**config.mk**
```make
export PLATFORM = sky130hd
export DESIGN_NAME = sew_eeprom_slave
export DESIGN_NICKNAME = d
export VERILOG_FILES = /design/src/pkg/sew_pkg.sv /design/src/rtl/sew_eeprom_slave.sv
export SDC_FILE = /design/constraint.sdc
export NUM_CORES = 2
export LEC_CHECK = 0
export BUFFER_PORTS_ARGS = -buffer_cell sky130_fd_sc_hd__clkbuf_2
export CORE_MARGIN = 3
export CORE_UTILIZATION = 65
export CTS_CLUSTER_SIZE = 12
export DETAILED_ROUTE_END_ITERATION = 8
export MAX_ROUTING_LAYER = met4
export PLACE_DENSITY_LB_ADDON = 0.3
export SYNTH_ARGS = -nofsm -noshare
export SYNTH_HDL_FRONTEND = slang
export SYNTH_SLANG_ARGS = --single-unit
```
**constraint.sdc**
```tcl
create_clock -name clk_i -period 10.1 [get_ports clk_i]
set_input_delay 1.01 -clock clk_i [delete_from_list [all_inputs] [get_ports clk_i]]
set_output_delay 1.01 -clock clk_i [all_outputs]
set_load 0.02 [all_outputs]
```
**src/pkg/sew_pkg.sv**
```systemverilog
// package: constants and state types for the serial eeprom write-busy/protect slave
package sew_pkg;
    localparam int unsigned CLK_HZ        = 100_000_000;
    localparam int unsigned TWR_TYP_MS    = 5;
    localparam int unsigned TWR_MAX_MS    = 10;
    localparam int unsigned TWR_TYP_CYC   = TWR_TYP_MS * (CLK_HZ / 1000);
    localparam int unsigned TWR_MAX_CYC   = TWR_MAX_MS * (CLK_HZ / 1000);
    localparam int          TMR_W         = 20;
    localparam int          ADDR_W        = 8;
    localparam int          MEM_WORDS     = 256;
    localparam logic [3:0]  DEV_TYPE      = 4'hA;
    localparam logic [3:0]  BITS_PER_BYTE = 4'h8;

    typedef enum logic [2:0] {
        ST_IDLE  = 3'b000,
        ST_DEV   = 3'b001,
        ST_WADDR = 3'b010,
        ST_WDATA = 3'b011,
        ST_ACK   = 3'b100,
        ST_RDATA = 3'b101,
        ST_MACK  = 3'b110,
        ST_SKIP  = 3'b111
    } sew_state_e;

    typedef struct packed {
        logic [1:0]        scl_sync;
        logic [1:0]        sda_sync;
        logic              scl_prev;
        logic              sda_prev;
        sew_state_e        state;
        sew_state_e        ret;
        logic [3:0]        cnt;
        logic [7:0]        sh;
        logic [ADDR_W-1:0] ptr;
        logic [ADDR_W-1:0] waddr;
        logic [7:0]        wdata;
        logic              pend;
        logic              mack;
        logic              oe;
        logic              busy;
        logic [TMR_W-1:0]  tmr;
        logic [1:0]        wp_sync;
        logic [1:0]        en_sync;
        logic              prog_en;
    } sew_regs_s;
endpackage

```
**src/rtl/sew_eeprom_slave.sv**
```systemverilog
// two-wire eeprom slave with busy polling, upper-half write protect and program disable
// Summary of operation
// - while the internal write runs the slave address is not acknowledged; afterwards it is.
// - the busy indication lasts exactly as long as the internal write, about 5 ms typically.
// - an asserted write-protect input forbids writes to the upper half of the array.
// - a protected write acknowledges slave and word address, refuses the data and never programs.
// - after reset programming is disabled and every write is aborted until enabled.
// - a write overwrites the location directly, one data change, no erase.
// - reads never change the array and are unlimited.
// - the address counter holds last accessed address plus one for current-address reads.
// - the slave answers only to device type 1010.
// - the internal write never exceeds 10 ms.
`timescale 1ns/100ps
`default_nettype none
module sew_eeprom_slave #(
    parameter int unsigned WRITE_CYCLES = sew_pkg::TWR_TYP_CYC
) (
    input  wire logic       clk_i,
    input  wire logic       reset_n_i,
    input  wire logic       scl_i,
    input  wire logic       sda_i,
    output logic            sda_o,
    output logic            sda_oe_o,
    input  wire logic [2:0] dev_addr_i,
    input  wire logic       write_protect_i,
    input  wire logic       prog_enable_i,
    output logic            busy_o
);
    sew_pkg::sew_regs_s st;
    sew_pkg::sew_regs_s next_st;
    logic [7:0]         mem [sew_pkg::MEM_WORDS];
    logic               scl;
    logic               sda;
    logic               scl_rise;
    logic               scl_fall;
    logic               start_cond;
    logic               stop_cond;
    logic               commit;

    assign scl        = st.scl_sync[1];
    assign sda        = st.sda_sync[1];
    assign scl_rise   = scl & ~st.scl_prev;
    assign scl_fall   = ~scl & st.scl_prev;
    assign start_cond = scl & st.scl_prev & st.sda_prev & ~sda;
    assign stop_cond  = scl & st.scl_prev & ~st.sda_prev & sda;
    // programming only at the stop, and only if enabled when the stop arrives
    assign commit     = stop_cond & st.pend & st.prog_en;

    always_comb
    begin
        next_st          = st;
        next_st.scl_sync = {st.scl_sync[0], scl_i};
        next_st.sda_sync = {st.sda_sync[0], sda_i};
        next_st.wp_sync  = {st.wp_sync[0], write_protect_i};
        next_st.en_sync  = {st.en_sync[0], prog_enable_i};
        next_st.scl_prev = scl;
        next_st.sda_prev = sda;
        next_st.prog_en  = st.en_sync[1];

        // self-timed cycle: busy for exactly WRITE_CYCLES clocks
        if (st.busy)
        begin
            if (st.tmr == '0)
                next_st.busy = 1'b0;
            else
                next_st.tmr = st.tmr - 1'b1;
        end

        if (start_cond)
        begin
            next_st.state = sew_pkg::ST_DEV;
            next_st.cnt   = '0;
            next_st.oe    = 1'b0;
            next_st.pend  = 1'b0;
        end
        else if (stop_cond)
        begin
            next_st.state = sew_pkg::ST_IDLE;
            next_st.oe    = 1'b0;
            next_st.pend  = 1'b0;
            if (commit)
            begin
                next_st.busy = 1'b1;
                next_st.tmr  = WRITE_CYCLES[sew_pkg::TMR_W-1:0] - 1'b1;
            end
        end
        else
        begin
            case (st.state)
                sew_pkg::ST_DEV, sew_pkg::ST_WADDR, sew_pkg::ST_WDATA:
                begin
                    if (scl_rise)
                    begin
                        next_st.sh  = {st.sh[6:0], sda};
                        next_st.cnt = st.cnt + 4'h1;
                    end
                    else if (scl_fall && st.cnt == sew_pkg::BITS_PER_BYTE)
                    begin
                        next_st.cnt   = '0;
                        next_st.state = sew_pkg::ST_SKIP;
                        if (st.state == sew_pkg::ST_DEV)
                        begin
                            // busy refuses every address, which is what polling looks for
                            if (st.sh[7:4] == sew_pkg::DEV_TYPE && st.sh[3:1] == dev_addr_i
                                && !st.busy)
                            begin
                                next_st.oe    = 1'b1;
                                next_st.state = sew_pkg::ST_ACK;
                                next_st.ret   = st.sh[0] ? sew_pkg::ST_RDATA : sew_pkg::ST_WADDR;
                            end
                        end
                        else if (st.state == sew_pkg::ST_WADDR)
                        begin
                            next_st.ptr   = st.sh;
                            next_st.oe    = 1'b1;
                            next_st.state = sew_pkg::ST_ACK;
                            next_st.ret   = sew_pkg::ST_WDATA;
                        end
                        else if (!(st.wp_sync[1] && st.ptr[sew_pkg::ADDR_W-1]))
                        begin
                            next_st.waddr = st.ptr;
                            next_st.wdata = st.sh;
                            next_st.pend  = 1'b1;
                            next_st.ptr   = st.ptr + 1'b1;
                            next_st.oe    = 1'b1;
                            next_st.state = sew_pkg::ST_ACK;
                            next_st.ret   = sew_pkg::ST_SKIP;
                        end
                        // protected data byte: no ack and nothing pending
                    end
                end
                sew_pkg::ST_ACK:
                begin
                    if (scl_fall)
                    begin
                        next_st.state = st.ret;
                        next_st.oe    = 1'b0;
                        if (st.ret == sew_pkg::ST_RDATA)
                        begin
                            next_st.sh  = mem[st.ptr];
                            next_st.ptr = st.ptr + 1'b1;
                            next_st.oe  = ~mem[st.ptr][7];
                        end
                    end
                end
                sew_pkg::ST_RDATA:
                begin
                    if (scl_rise)
                        next_st.cnt = st.cnt + 4'h1;
                    else if (scl_fall)
                    begin
                        if (st.cnt == sew_pkg::BITS_PER_BYTE)
                        begin
                            next_st.oe    = 1'b0;
                            next_st.cnt   = '0;
                            next_st.state = sew_pkg::ST_MACK;
                        end
                        else
                        begin
                            next_st.sh = {st.sh[6:0], 1'b0};
                            next_st.oe = ~st.sh[6];
                        end
                    end
                end
                sew_pkg::ST_MACK:
                begin
                    if (scl_rise)
                        next_st.mack = ~sda;
                    else if (scl_fall)
                    begin
                        if (st.mack)
                        begin
                            // sequential read; counter rolls over at the top
                            next_st.sh    = mem[st.ptr];
                            next_st.ptr   = st.ptr + 1'b1;
                            next_st.oe    = ~mem[st.ptr][7];
                            next_st.state = sew_pkg::ST_RDATA;
                        end
                        else
                            next_st.state = sew_pkg::ST_SKIP;
                    end
                end
                sew_pkg::ST_IDLE, sew_pkg::ST_SKIP:
                begin
                    next_st.oe = 1'b0;
                end
                default:
                begin
                    next_st.state = sew_pkg::ST_IDLE;
                    next_st.oe    = 1'b0;
                end
            endcase
        end
    end

    always_ff @(posedge clk_i)
    begin
        if (!reset_n_i)
        begin
            st          <= '0;
            st.scl_sync <= 2'h3;
            st.sda_sync <= 2'h3;
            st.scl_prev <= 1'b1;
            st.sda_prev <= 1'b1;
            st.state    <= sew_pkg::ST_IDLE;
            st.ret      <= sew_pkg::ST_IDLE;
        end
        else
            st <= next_st;
    end

    // one direct overwrite per accepted write, no erase pass
    always_ff @(posedge clk_i)
    begin
        if (commit)
            mem[st.waddr] <= st.wdata;
    end

    assign sda_o    = 1'b0;
    assign sda_oe_o = st.oe;
    assign busy_o   = st.busy;
endmodule // sew_eeprom_slave
`default_nettype wire

```
# Word-level counts from Yosys, hierarchy flattened
# Memory sizes are Yosys's and may differ from the RTL's. A register that Yosys moved wholly into a read port is not among the register bits.
# Index checks and enable logic that the tools add are counted.
[word_totals] n_memories=1 out_inout_bits=3 input_bits=9 ff_bits=77 mem_bits_rw=2048
[mem_list] memory="mem" words=256 width=8 read_ports=1 rd_ports_with_merged_regs=1 write_ports=1 line="sew_eeprom_slave.sv:31" source="logic [7:0] mem [sew_pkg::MEM_WORDS];"
[op_classes] n_mux=70 n_reduce_logical=25 eq_ne=41 n_addsub=3 n_bitwise=21
[op_table] cell="25-bit 2-to-1 mux" count=11
[op_table] cell="21-bit 2-to-1 mux" count=4
[op_table] cell="16-bit 2-to-1 mux" count=5
[op_table] cell="8-bit 2-to-1 mux" count=6
[op_table] cell="4-bit != test (second input constant)" count=9
[op_table] cell="8-bit one-hot mux with 4 select lines" count=1
[op_table] cell="2-bit != test (second input constant)" count=13
[op_table] cell="8-bit one-hot mux with 3 select lines" count=1
[op_table] cell="12-bit AND reduction" count=2
[op_table] cell="3-bit 2-to-1 mux" count=7
[op_table] cell="20-bit logical NOT" count=1
[op_table] cell="20-bit 2-to-1 mux" count=1
[op_table] cell="20-bit by 1-bit subtractor with 20-bit output (second input constant)" count=1
[op_table] cell="1-bit 2-to-1 mux" count=19
[op_table] cell="6-bit 2-to-1 mux" count=3
[op_table] cell="9-bit AND reduction" count=2
[op_table] cell="17-bit 2-to-1 mux" count=1
[op_table] cell="3-bit equality test (second input constant)" count=5
[op_table] cell="3-bit != test (second input constant)" count=5
[op_table] cell="12-bit 2-to-1 mux" count=1
[op_table] cell="4-bit 2-to-1 mux" count=3
[op_table] cell="1-bit NOT" count=12
[op_table] cell="3-bit one-hot mux with 4 select lines" count=1
[op_table] cell="10-bit 2-to-1 mux" count=1
[op_table] cell="other kinds (29)" count=45

# Logic depth before layout (Yosys ltp)
[logic_depth] word_depth=16 ltp_mapped=13 depth_no_buf=9

# Worst setup path after synthesis
# OpenSTA, ideal clock, no wires.
[synth_timing] path_type="register -> register" startpoint="register st[29] (netlist bit)" endpoint="memory mem[0][0] (data pin)" stages_incl_launch_ff=1 setup_slack_ns=5.848 path_buffers=0 arrival_ns=3.397 t_required_ns=9.244 cell_sequence="dfxtp_1"
[synth_lines] item="from (decl)" line="sew_eeprom_slave.sv:29" source="sew_pkg::sew_regs_s st;"
[synth_lines] item="from (signal assigned)" line="sew_eeprom_slave.sv:209" source="st <= next_st;"
[synth_lines] item="to (decl)" line="sew_eeprom_slave.sv:31"
# Straight into the memory's write port.

==> impl_summary.txt <==
----------------------------------------------------
[Worst setup path]
  Slowest cell delay on critical path ... 0.81 ns
  Register-to-register path setup slack ... ~5.4 ns
  Depth of the most critical reg-to-reg path ... 9
  Setup Crit Path Kind ... reg -> reg
  CP Data Required Time ... roughly 11 ns
  Critical path capture point type ... flip-flop
  Standard cell with the maximum stage delay on the critical path ... sky130_fd_sc_hd__dfxtp_4
  Data arrival time of the worst path ... around 5.5 ns
  Ordered list of cells on the worst path ... buf_12 > buf_12 > mux4_2 > mux2i_1 > a211oi_1 > nor4_1 > a21oi_1 > a31o_1 > o21ai_1
  Worst-path maximum fanout ... around 90
  Cell mode on critical path ... sky130_fd_sc_hd__buf_12
  Largest delay share family, worst path ... buffers and inverters
  Critical path startpoint category ... flip-flop
  Crit path buffers/inverters ... 2
  Worst R2R End ... sda_oe_o

[Power]
  IR drop worst, VDD ... 0.166 mV
  Reported leakage power ... between 20 and 30 nW
  Power density cells ... about 180 nW/um^2

[Hold path]
  Worst hold-check path type ... in -> reg
  Min-delay src ... sda_i
  Hold endpoint ... next_st[74]
  Worst hold path depth ... 2

[Final layout]
  Top library cells by usage in the layout, fill and taps aside ... sky130_fd_sc_hd__edfxtp_1, sky130_fd_sc_hd__mux4_2, sky130_fd_sc_hd__nor2_1, sky130_fd_sc_hd__clkbuf_16, sky130_fd_sc_hd__mux2i_1
  Area growth from synthesis to layout ... 8.78%
  Most common library cell in the layout ignoring fill and taps ... sky130_fd_sc_hd__edfxtp_1
  Total Nets Final ... 4,182
  Design area ... ~91,000 um^2
  Fill cell total of the finished layout ... ~7,200
  Post-Route Utilization ... between 70% and 80%
  Fraction of layout cells with a size suffix above 1 ... a little over a fifth

[Synth]
  Most used flip-flop cell after synthesis ... sky130_fd_sc_hd__edfxtp_1
  Synth Cell Area ... between 80,000 and 90,000 um^2
  Post-synth EDFFs ... ~2,000
  Sequential share of the synthesized area ... 75.3%
  Post-Synthesis Net Count ... just over 4,000
  Synthesis Warnings ... 0
  Async set-or-reset flop fraction in the synthesized netlist ... 0%
  Netlist cell types ... slightly above 80
  Post-Synthesis Mean Instance Area ... about 20 um^2
  Instance count of the mapped netlist ... between 4,000 and 5,000
  Synthesized flop and latch total ... 2,133

[CTS]
  CTS H-tree lvls ... 4
  Number of buffers inserted for hold repair after clock tree synthesis ... 0
  Number of clock sinks ... ~2,100
  Skew-Pair Late Insertion Delay ... 0.83 ns
  Clock input transition at the sequential cells of the worst setup and hold paths ... around 0.060 ns
  Root buffer cell ... sky130_fd_sc_hd__clkbuf_16
  Post CTS Setup Buffer Count ... 0
  Clock tree from TritonCTS ... built
  Number of buffers added by the clock tree synthesis step ... 206
  PostCTS Resize Cnt ... 0
  Worst-case clock buffer depth ... 3

[Timing]
  Portion of the clock cycle consumed by the worst path in the final layout ... between 40 and 50%
  Hold violation total from the final report ... 0
  Fin Clk Skew ... between 0.04 and 0.05 ns
  Slew at the pin with the worst max-slew slack ... around 1.4 ns
  Unrepaired setup endpoints after global routing ... no
  Setup violators final ... 0
  Setup total negative slack ... 0 ns
  Shortest period the worst path allows ... around 4.7 ns
  FMAX ... ~0.21 GHz
  Total count of max-transition violations in the final report ... 0
  Worst max-slew margin expressed relative to the limit ... 9.49%

[Job]
  Number of max-capacitance violations reported ... 0

[Placed design]
  Dpl hpwl ... ~120,000 um
  Count of input and output buffers ... 10
  Placer's final routability congestion estimate ... approximately 0.96
  Post-DP Area ... 85,400 um^2

[GRT]
  Most used routing layer ... met2
  All-layer global routing usage ... between 30% and 40%
  Overflow left after global routing ... 0
  Met2 capacity usage during global routing ... 48.4%
  First-pass GRT wire length ... 300,000 um
  Routing usage on met1 ... between 40% and 50%
  Number of antenna violations at the first check in global routing ... 7
  Global Route met3 Usage ... between 8 and 9%
  Via count of the first global-routing pass ... ~42,000
  Maximum number of pins on one net before global-route repair ... around 130

[Route]
  Total Wirelength ... about 210,000 um
  DR vias/cell ... 7.16
  Initial detailed-routing violation count ... about 6,000
  Antenna-violating nets left ... 0
  Pre-Repair DR Iteration Count ... 6
  Drc violations ... 0
  Post-detailed-route wirelength per cell ... ~35 um
  Total vias in the final route ... 42,600

[Floorplan]
  I/O pins ... 12
  Die boundary width ... around 370 um
  Row cnt ... roughly 130
  Floorplan core area ... approximately 130,000 um^2
  Overall die height ... between 300 and 400 um
  Die Outline Area ... ~130,000 um^2
  Initial core utilization ... around two thirds

[Outcome]
  Result of the run ... finished clean

----------------------------------------------------
[state kept, by name (all words and copies together), names as in the netlist, named ones only]
name and cells:
next_st 7, st 68, busy_o 1, mem 2048
sda_oe_o 1
[routing by layer]
metal | vias up | routed length [um]
met4 | 0 | 11500
met2 | 3090 | 97500
li1 | 17000 | -
met3 | 599 | 25600
met1 | 21900 | 72300
met5 | - | 0
[metrics by stage]
stage / power [W] / setup slack [ns] / hold WS (ns) / instances
after floorplan: 0.00975 / 5.85 / 0.386 / 4104
after global placement: 0.00975 / 5.56 / 0.418 / 5620
after detailed placement: 0.00975 / 5.54 / 0.398 / 5620
after CTS: 0.0166 / 5.47 / 0.343 / 5940
after global routing: 0.0170 / 5.22 / 0.353 / 5947
final: 0.0166 / 5.39 / 0.386 / 5950
[layout make-up]
| cell class | instances | area [um^2] | share of cell area (%) |
|---|---|---|---|
| Sequential cell | 2133 | 63300 | 69.3 |
| Timing Repair Buffer | 83 | 686 | 0.751 |
| Antenna cell | 10 | 25.0 | 0.0274 |
| Tap cell | 1662 | 2080 | 2.28 |
| Inverter | 15 | 56.3 | 0.0617 |
| Clock inverter | 38 | 393 | 0.430 |
| Clock buffer | 282 | 5540 | 6.07 |
| Multi-Input combinational cell | 1727 | 19300 | 21.1 |
[cells by family (layout without fill, tap and decap cells)]
logic type                 after synthesis  count (layout)  synth area share (%)
and+or+nand+nor                        728             728                  3.95
other                                    1              11               0.00447
DFF                                   2133            2133                  75.3
AOI/OAI and AO/OA                      283             283                  2.37
adders and majority gates                7               7                 0.104
buffers and inverters                  244             418                  1.78
xor gates and xnor gates                20              20                 0.209
muxes                                  688             688                  16.3
[worst reg2reg max path: stages, from the launching register on]
cell	delay (ns)
sky130_fd_sc_hd__dfxtp_4	0.81
sky130_fd_sc_hd__buf_12	0.58
sky130_fd_sc_hd__buf_12	0.89
sky130_fd_sc_hd__mux4_2	0.64
sky130_fd_sc_hd__mux2i_1	0.27
sky130_fd_sc_hd__a211oi_1	0.17
sky130_fd_sc_hd__nor4_1	0.63
sky130_fd_sc_hd__a21oi_1	0.28
sky130_fd_sc_hd__a31o_1	0.27
sky130_fd_sc_hd__o21ai_1	0.09
[power breakdown]
group	switching, W	internal (W)
sequential	0.00000343	0.00954
clock	0.00319	0.00384
combinational	0.0000169	0.00000865
total	0.00321	0.0134
[worst max path at each step]
stage | depth (start not counted) | end | from
floorplan | 0 | mem[0][0] | st[29]
global placement | 9 | sda_oe_o | flip-flop
detailed placement | 9 | sda_oe_o | flip-flop
CTS | 9 | sda_oe_o | flip-flop
global route | 9 | sda_oe_o | flip-flop
finish | 9 | sda_oe_o | flip-flop
[Yosys cell counts (all sizes together) (9+ instances only)]
master / n / share of area, %
edfxtp: 2048 / 73
mux4: 538 / 14
nor2: 355 / 1.6
buf: 150 / 1.4
mux2i: 134 / 1.6
nand2: 128 / 0.57
dfxtp: 85 / 2.0
clkbuf: 79 / 0.36
a21oi: 48 / 0.29
nor2b: 45 / 0.34
nand3: 39 / 0.23
nor3: 36 / 0.21
a22oi: 35 / 0.31
o22ai: 33 / 0.25
nand2b: 31 / 0.23
o21ai: 27 / 0.16
a31oi: 20 / 0.15
and2: 17 / 0.13
mux2: 16 / 0.21
o221ai: 16 / 0.17
inv: 15 / 0.067
nor4: 15 / 0.12
xor2: 15 / 0.16
nand4: 13 / 0.097
a211oi: 12 / 0.11
a21boi: 12 / 0.11
a2111oi: 9 / 0.094
nor3b: 9 / 0.080
o211ai: 9 / 0.080
No activity file was read; power rests on OpenSTA's default activity.
